[src/vc0_ctrl_consts.vh]
/*
  constants for the channel zero control register: offset, reset word,
  field positions and fixed field values.
  assumes inclusion by bare name from the design files.
*/
`ifndef VC0_CTRL_CONSTS_VH
`define VC0_CTRL_CONSTS_VH

// register placement and reset word
`define VC0_CTRL_OFFSET      12'h164
`define VC0_CTRL_RESET       32'h800000ff
`define CFG_ADDR_W           12
`define CFG_DATA_W           32
`define CFG_BE_W             4
`define WORD_ALIGN_ZERO      2'b00

// field positions
`define ACTIVE_BIT           31
`define RSVD_HI_MSB          30
`define RSVD_HI_LSB          27
`define CHAN_NUM_MSB         26
`define CHAN_NUM_LSB         24
`define RSVD_MID_MSB         23
`define RSVD_MID_LSB         20
`define ARB_SEL_MSB          19
`define ARB_SEL_LSB          17
`define TABLE_LOAD_BIT       16
`define RSVD_LO_MSB          15
`define RSVD_LO_LSB          8
`define MAP_MSB              7
`define MAP_LSB              0
`define MAP_RW_LSB           1
`define MAP_LANE             0

// fixed field values
`define ACTIVE_VAL           1'b1
`define RSVD_HI_VAL          4'h0
`define CHAN_NUM_VAL         3'h0
`define RSVD_MID_VAL         4'h0
`define ARB_SEL_VAL          3'h0
`define TABLE_LOAD_VAL       1'b0
`define RSVD_LO_VAL          8'h00
`define MAP_CLASS0_VAL       1'b1
`define MAP_RW_RESET         7'h7f
`define MAP_RESET            8'hff
`define DATA_ZERO            32'h00000000

`endif

[src/class_lookup.v]
/*
  traffic class lookup: tells whether a class index is mapped to channel zero.
  assumes a map vector from the control register, same clock domain.
*/
`timescale 1ns/1ps
module class_lookup #(
  parameter CLASSES = 8,
  parameter IDX_W   = 3
) (
  input  wire [CLASSES-1:0] map_i,
  input  wire [IDX_W-1:0]   idx_i,
  output wire               hit_o
);

  // set bit carries the class on channel zero, clear bit sends it elsewhere
  assign hit_o = map_i[idx_i];

endmodule

[src/vc0_resource_control_reg.v]
/*
  channel zero resource control register of the extended configuration space:
  stored map bits, fixed read-only fields, access decode, access answer,
  map change pulse and a class lookup port for the arbitration datapath.
  assumes the configuration logic runs on the system clock, so every input is
  in the CLK_SYS_I domain and none passes a synchroniser.
  assumes each access is a single-cycle read or write strobe, with address,
  byte enables and write data valid in the strobe cycle.
  assumes the answer is taken one cycle after the strobe: ack pulses for
  every access, hit only for the register's dword.
  assumes read data holds until the next read strobe is taken.
  assumes a read and a write in one cycle read the value before the write.
  assumes an unmapped address answers zero data and ignores writes.
  assumes only byte lane 0 carries writable bits; other lanes are dropped.
  assumes lookup queries are single-cycle strobes answered one cycle later,
  the answer holding until the next query.
*/
// Summary of operation
// - 32-bit register at extended offset 164h, reset value 8000 00FFh.
// - bit 31 channel active flag always reads one.
// - reserved bits 30:27 and 23:20 always read zero.
// - channel number bits 26:24 are fixed at zero.
// - arbiter choice bits 19:17 read zero, round-robin only.
// - table load bit 16 is read-only and reads zero.
// - reserved bits 15:8 always read zero.
// - map bits 7:1 are writable; a set bit carries that class on channel zero.
// - a clear map bit sends that class to another channel.
// - map bit n stands for traffic class n, for n from 1 to 7.
// - map bit 0 is read-only and always reads one.
// - after reset the map is FFh.
`timescale 1ns/1ps
`include "vc0_ctrl_consts.vh"
module vc0_resource_control_reg #(
  parameter CLASSES = 8,
  parameter IDX_W   = 3
) (
  input  wire                   CLK_SYS_I,
  input  wire                   RST_N_I,
  input  wire [`CFG_ADDR_W-1:0] CFG_ADDR_I,
  input  wire                   CFG_WR_I,
  input  wire                   CFG_RD_I,
  input  wire [`CFG_BE_W-1:0]   CFG_BE_I,
  input  wire [`CFG_DATA_W-1:0] CFG_WDATA_I,
  output reg  [`CFG_DATA_W-1:0] CFG_RDATA_O,
  output reg                    CFG_ACK_O,
  output reg                    CFG_HIT_O,
  output reg  [CLASSES-1:0]     CLASS_MAP_O,
  output wire                   CHANNEL_ACTIVE_O,
  output reg                    MAP_CHANGED_O,
  input  wire                   TC_QUERY_VALID_I,
  input  wire [IDX_W-1:0]       TC_QUERY_I,
  output reg                    TC_QUERY_DONE_O,
  output reg                    TC_ON_CH0_O
);

  // writable part of the map, bits 7:1
  reg  [`MAP_MSB:`MAP_RW_LSB]           map_rw;
  wire [`MAP_MSB:`MAP_RW_LSB]           next_map_rw;
  wire [`MAP_MSB:`MAP_RW_LSB]           map_bit_diff;

  // access decode
  reg                                   addr_hit;
  reg                                   wr_take;
  reg                                   rd_take;
  reg                                   access;
  reg                                   lane_wr;

  // readback fields
  wire                                  active_field;
  wire [`RSVD_HI_MSB-`RSVD_HI_LSB:0]    rsvd_hi_field;
  wire [`CHAN_NUM_MSB-`CHAN_NUM_LSB:0]  chan_num_field;
  wire [`RSVD_MID_MSB-`RSVD_MID_LSB:0]  rsvd_mid_field;
  wire [`ARB_SEL_MSB-`ARB_SEL_LSB:0]    arb_sel_field;
  wire                                  table_load_field;
  wire [`RSVD_LO_MSB-`RSVD_LO_LSB:0]    rsvd_lo_field;
  wire [CLASSES-1:0]                    map_full;
  reg  [`CFG_DATA_W-1:0]                reg_word;
  wire                                  lookup_hit;

  // next values
  reg  [`CFG_DATA_W-1:0]                next_rdata;
  reg                                   next_ack;
  reg                                   next_hit;
  wire                                  next_changed;
  wire [CLASSES-1:0]                    next_class_map;
  reg                                   next_query_done;
  reg                                   next_on_ch0;

  // dword-aligned decode of the single register, bits 1:0 ignored
  always @* begin
    addr_hit = 1'b0;
    if ({CFG_ADDR_I[`CFG_ADDR_W-1:2], `WORD_ALIGN_ZERO} == `VC0_CTRL_OFFSET) begin
      addr_hit = 1'b1;
    end else begin
      addr_hit = 1'b0;
    end
  end

  // strobe qualification; only byte lane 0 holds writable bits
  always @* begin
    wr_take = CFG_WR_I & addr_hit;
    rd_take = CFG_RD_I;
    access  = CFG_WR_I | CFG_RD_I;
    lane_wr = 1'b0;
    if (wr_take) begin
      if (CFG_BE_I[`MAP_LANE]) begin
        lane_wr = 1'b1;
      end
    end
  end

  // fixed fields are constants, never stored
  assign active_field     = `ACTIVE_VAL;
  assign rsvd_hi_field    = `RSVD_HI_VAL;
  assign chan_num_field   = `CHAN_NUM_VAL;
  assign rsvd_mid_field   = `RSVD_MID_VAL;
  assign arb_sel_field    = `ARB_SEL_VAL;
  assign table_load_field = `TABLE_LOAD_VAL;
  assign rsvd_lo_field    = `RSVD_LO_VAL;

  // class 0 is held on channel zero regardless of writes
  assign map_full = {map_rw, `MAP_CLASS0_VAL};

  assign CHANNEL_ACTIVE_O = active_field;

  // read word assembly, field by field
  always @* begin
    reg_word                              = `DATA_ZERO;
    reg_word[`ACTIVE_BIT]                 = active_field;
    reg_word[`RSVD_HI_MSB:`RSVD_HI_LSB]   = rsvd_hi_field;
    reg_word[`CHAN_NUM_MSB:`CHAN_NUM_LSB] = chan_num_field;
    reg_word[`RSVD_MID_MSB:`RSVD_MID_LSB] = rsvd_mid_field;
    reg_word[`ARB_SEL_MSB:`ARB_SEL_LSB]   = arb_sel_field;
    reg_word[`TABLE_LOAD_BIT]             = table_load_field;
    reg_word[`RSVD_LO_MSB:`RSVD_LO_LSB]   = rsvd_lo_field;
    reg_word[`MAP_MSB:`MAP_LSB]           = map_full;
  end

  // write path: each writable map bit takes lane 0 data on a qualified write
  genvar k;
  generate
    for (k = `MAP_RW_LSB; k <= `MAP_MSB; k = k + 1) begin : g_map_bit
      assign next_map_rw[k]  = lane_wr ? CFG_WDATA_I[k] : map_rw[k];
      assign map_bit_diff[k] = next_map_rw[k] ^ map_rw[k];
    end
  endgenerate

  // a write that flips any writable bit raises the change pulse
  assign next_changed   = |map_bit_diff;
  assign next_class_map = {next_map_rw, `MAP_CLASS0_VAL};

  // read path: a hit returns the word, any other address returns zero
  always @* begin
    next_rdata = CFG_RDATA_O;
    if (rd_take) begin
      if (addr_hit) begin
        next_rdata = reg_word;
      end else begin
        next_rdata = `DATA_ZERO;
      end
    end
  end

  // access answer: ack for every strobe, hit only for this register
  always @* begin
    next_ack = 1'b0;
    next_hit = 1'b0;
    if (access) begin
      next_ack = 1'b1;
      next_hit = addr_hit;
    end
  end

  // stored map bits
  always @(posedge CLK_SYS_I) begin
    if (!RST_N_I) begin
      map_rw <= `MAP_RW_RESET;
    end else begin
      map_rw <= next_map_rw;
    end
  end

  // registered copy of the whole map
  always @(posedge CLK_SYS_I) begin
    if (!RST_N_I) begin
      CLASS_MAP_O <= `MAP_RESET;
    end else begin
      CLASS_MAP_O <= next_class_map;
    end
  end

  // read data holds until the next read strobe
  always @(posedge CLK_SYS_I) begin
    if (!RST_N_I) begin
      CFG_RDATA_O <= `DATA_ZERO;
    end else begin
      CFG_RDATA_O <= next_rdata;
    end
  end

  // one-cycle access answer and change pulse
  always @(posedge CLK_SYS_I) begin
    if (!RST_N_I) begin
      CFG_ACK_O     <= 1'b0;
      CFG_HIT_O     <= 1'b0;
      MAP_CHANGED_O <= 1'b0;
    end else begin
      CFG_ACK_O     <= next_ack;
      CFG_HIT_O     <= next_hit;
      MAP_CHANGED_O <= next_changed;
    end
  end

  // class lookup for the arbitration datapath
  class_lookup #(
    .CLASSES (CLASSES),
    .IDX_W   (IDX_W)
  ) u_class_lookup (
    .map_i   (map_full),
    .idx_i   (TC_QUERY_I),
    .hit_o   (lookup_hit)
  );

  // lookup answer: done pulses one cycle after a query, result holds
  always @* begin
    next_query_done = TC_QUERY_VALID_I;
    next_on_ch0     = TC_ON_CH0_O;
    if (TC_QUERY_VALID_I) begin
      next_on_ch0 = lookup_hit;
    end
  end

  always @(posedge CLK_SYS_I) begin
    if (!RST_N_I) begin
      TC_QUERY_DONE_O <= 1'b0;
      TC_ON_CH0_O     <= 1'b0;
    end else begin
      TC_QUERY_DONE_O <= next_query_done;
      TC_ON_CH0_O     <= next_on_ch0;
    end
  end

endmodule

[config.mk]
export PLATFORM = sky130hd
export DESIGN_NAME = vc0_resource_control_reg
export DESIGN_NICKNAME = d
export VERILOG_FILES = /design/src/class_lookup.v /design/src/vc0_resource_control_reg.v
export VERILOG_INCLUDE_DIRS = /design/src /design/src/src
export SDC_FILE = /design/constraint.sdc
export NUM_CORES = 1
export LEC_CHECK = 0
export BUFFER_PORTS_ARGS = -buffer_cell sky130_fd_sc_hd__buf_4
export CAP_MARGIN = 20
export CORE_MARGIN = 8
export CORE_UTILIZATION = 39
export DETAILED_ROUTE_END_ITERATION = 12
export GPL_ROUTABILITY_DRIVEN = 0
export PLACE_DENSITY = 0.84
export SKIP_LAST_GASP = 1
export SYNTH_ARGS = -nofsm -noshare
export SYNTH_HDL_FRONTEND = slang
export SYNTH_SLANG_ARGS = --single-unit
export TNS_END_PERCENT = 10
[constraint.sdc]
create_clock -name CLK_SYS_I -period 2.91 [get_ports CLK_SYS_I]
set_input_delay 0.4365 -clock CLK_SYS_I [delete_from_list [all_inputs] [get_ports CLK_SYS_I]]
set_output_delay 0.4365 -clock CLK_SYS_I [all_outputs]
set_load 0.05 [all_outputs]
==> metrics.cfg <==
[status]
outcome = finished clean

[timing]
max_freq_ghz = 0.559
fin_crit_ns = 1.79
fin_hold_ws_ns = 0.331
finalSetupTns_ns = 0
setup_viol = 0
rsz0062_at_grt = false
timing_max_transition_violations_final = 0
period_share_pct = 61.5
fin_skew_ns = 0.00156
slew_headroom_pct = 55.7
final-hold-violation-count = 0
tightestPinTransition_ns = 0.660

[floorplan]
placementRows = 19
io_pins = 102
die_w_um = 69.1
die_y_um = 69.1
die_area_um2 = 4780
start_util_pct = 40.6
core_um2 = 2710

[logic_synthesis]
ys_seq_elements = 20
synthCells = 111
synth_area_leaders = dfxtp_1 36%, buf_4 18%, nor2b_1 9.1%, mux2i_1 7.3%, a22o_1 5.6%
syn_avg_cell_area_um2 = 9.92
synth_area_um2 = 1100
synthDistinctLibCells = 27
ys_seq_area_share_pct = 36.4
yosysWarningCount = 0
netlist.area_leader.share_pct = 36.4
yosys.area.top_type = dfxtp_1

[route]
firstDrtPassIters = 2
vias_per_cell = 4.66
wire_per_inst_um = 14.0
postRouteAntennaNets = 0
drtIter0Drc = 47
routed_wl_um = 2600
num_vias = 866
drc = 0

[min_path]
hp-start = TC_QUERY_VALID_I
min_path_type = input port to register
hold_end = TC_ON_CH0_O
hold_depth = 2

[placed_design]
dp_hpwl_um = 2230
dpl.cell_count = 182
port_buffers = 46
placed_area_um2 = 1370

[clock_tree]
cts_resized = 0
clk_pin_slew_ns = 0.10
cts_hold_buf = 0
clk_latency_ns = 0.29
cts_buffers = 3
cts_sinks = 20
cts_tree = yes
clockRootBuffer = clkbuf_4
cts_buffer_depth = 2
post_cts_buffers = 0
htree_levels = 1

[pwr]
switchingPower_w = 0.000184
sw_frac_of_total_pct = 32.1
power_w = 0.000574
power_frac_clock_pct = 27.1
p_int_w = 0.000390
combPwrFrac_pct = 24.6
leakage_nw = 0.626
seq_power_share_pct = 48.3
powerDensity_nw_per_um2 = 410
peakVddDrop_mv = 0.266

[final_layout]
num_antenna_cells = 0
drive_above_1_share_pct = 34.8
fin_nets = 212
fin_area_um2 = 1400
fillers = 250
fin_cells = 186
area_growth_pct = 27.3

[setup_path]
critPathTopFamily = simple AND/OR/NAND/NOR gates
reg2reg_setup_slack_ns = 1.78
path_cells = buf_4 > or4b_4 > nor4_4 > mux2i_1
crit_buf_inv = 1
r2r_start = CLASS_MAP_O[1]
worst-path-max-fanout = 8
crit_path_top_delay_cell = nor4_4
max_stage_delay_ns = 0.63
r2r_end = MAP_CHANGED_O
cp-end-kind = register
worst_ep_required_time_ns = 3.14
rr_worst_depth = 3
path_class = input port to register
cp.arrival_ns = 2.01
cp-start-kind = input port

[global_routing]
grt.total_usage_pct = 10.5
grt_pass1_wl_um = 4280
antenna_found_initial = 0
grt_overflow = 0
grt_max_degree = 22
grt_pass1_vias = 925

[job]
cap_violations = 0

## per-stage QoR
stage               setup slack [ns]  util [%]
global placement               0.824      50.4
detailed placement             0.798      50.4
CTS                             1.11      51.7
floorplan                       1.06         -
finish                          1.12      51.7
global route                    1.04      51.7
## power by group through the flow
| stage | clock (W) | combinational, W | sequential [W] |
|---|---|---|---|
| floorplan | 0 | 0.000119 | 0.000294 |
| global placement | 0 | 0.000138 | 0.000284 |
| detailed placement | 0 | 0.000140 | 0.000284 |
| CTS | 0.000160 | 0.000140 | 0.000277 |
| global route | 0.000175 | 0.000148 | 0.000278 |
| finish | 0.000156 | 0.000141 | 0.000277 |
## kinds of logic after synthesis
family / synth area share (%)
compound gates: 9.77
xor+xnor: 5.57
buf+inv: 19.1
flops: 36.4
mux: 9.32
other cells: 0.682
simple gates: 19.2
## layout make-up
type	instances	area [µm²]	share of cell area, %
repair buffers	46	345	24.6
inverters	1	3.75	0.268
multi-input cells	84	577	41.2
clock buffers	4	36.3	2.59
flip-flops and latches	20	400	28.6
well taps	31	38.8	2.77
## Yosys cell counts (all sizes together)
| cell | number |
|---|---|
| buf | 26 |
| o311a | 1 |
| dfxtp | 20 |
| nor4 | 3 |
| mux4 | 1 |
| nand4 | 1 |
| nor4b | 1 |
| or4b | 1 |
| a221o | 1 |
| xor2 | 1 |
| a31oi | 1 |
| o21a | 2 |
| nand2b | 1 |
| xnor2 | 6 |
| inv | 1 |
| nor2b | 16 |
| and2 | 1 |
| nor2 | 1 |
| nand2 | 4 |
| mux2i | 8 |
| a22o | 7 |
| clkbuf | 3 |
| nand4bb | 1 |
| conb | 2 |
| o21ai | 1 |
## worst max path at each step
stage,to,depth (start not counted),start,slack [ns]
6_report,CLASS_MAP_O[2],4,CFG_ADDR_I[11],1.12
2_1_floorplan,MAP_CHANGED_O,3,CFG_ADDR_I[11],1.06
3_3_place_gp,MAP_CHANGED_O,4,CFG_ADDR_I[11],0.82
4_1_cts,CLASS_MAP_O[2],4,CFG_ADDR_I[11],1.11
5_1_grt,CLASS_MAP_O[4],4,CFG_ADDR_I[11],1.04
3_5_place_dp,CLASS_MAP_O[2],4,CFG_ADDR_I[11],0.80
## placed cells by master (no fill, tap or decap)
master / count
a221o_1: 1
a22o_1: 7
a31oi_1: 1
and2_1: 1
buf_4: 46
clkbuf_4: 3
clkbuf_8: 1
conb_1: 25
dfxtp_1: 20
inv_1: 1
mux2i_1: 8
mux4_2: 1
nand2_1: 4
nand2b_1: 1
nand4_1: 1
nand4bb_1: 1
nor2_1: 1
nor2b_1: 16
nor4_1: 1
nor4_2: 1
nor4_4: 1
nor4b_1: 1
o21a_1: 2
o21ai_0: 1
o311a_1: 1
or4b_4: 1
xnor2_1: 6
xor2_1: 1
## sequential cells by signal, indices dropped and copies added (netlist names)
register / flops
CLASS_MAP_O: 7
CFG_HIT_O: 1
MAP_CHANGED_O: 1
CFG_ACK_O: 1
TC_ON_CH0_O: 1
TC_QUERY_DONE_O: 1
CFG_RDATA_O: 8
## layer usage
metal | wire length [µm] | track usage (%)
met5 | 0 | 0
met4 | 38 | 4.10
met3 | 243 | 5.29
met2 | 1320 | 18.0
met1 | 994 | 10.6
## worst register-to-register path, cell delays in order, from the launching register on
cell and delay [ns]:
dfxtp_1 0.45, xnor2_1 0.16, nand4_1 0.13, o311a_1 0.29
No activity file was read; power rests on OpenSTA's default activity.
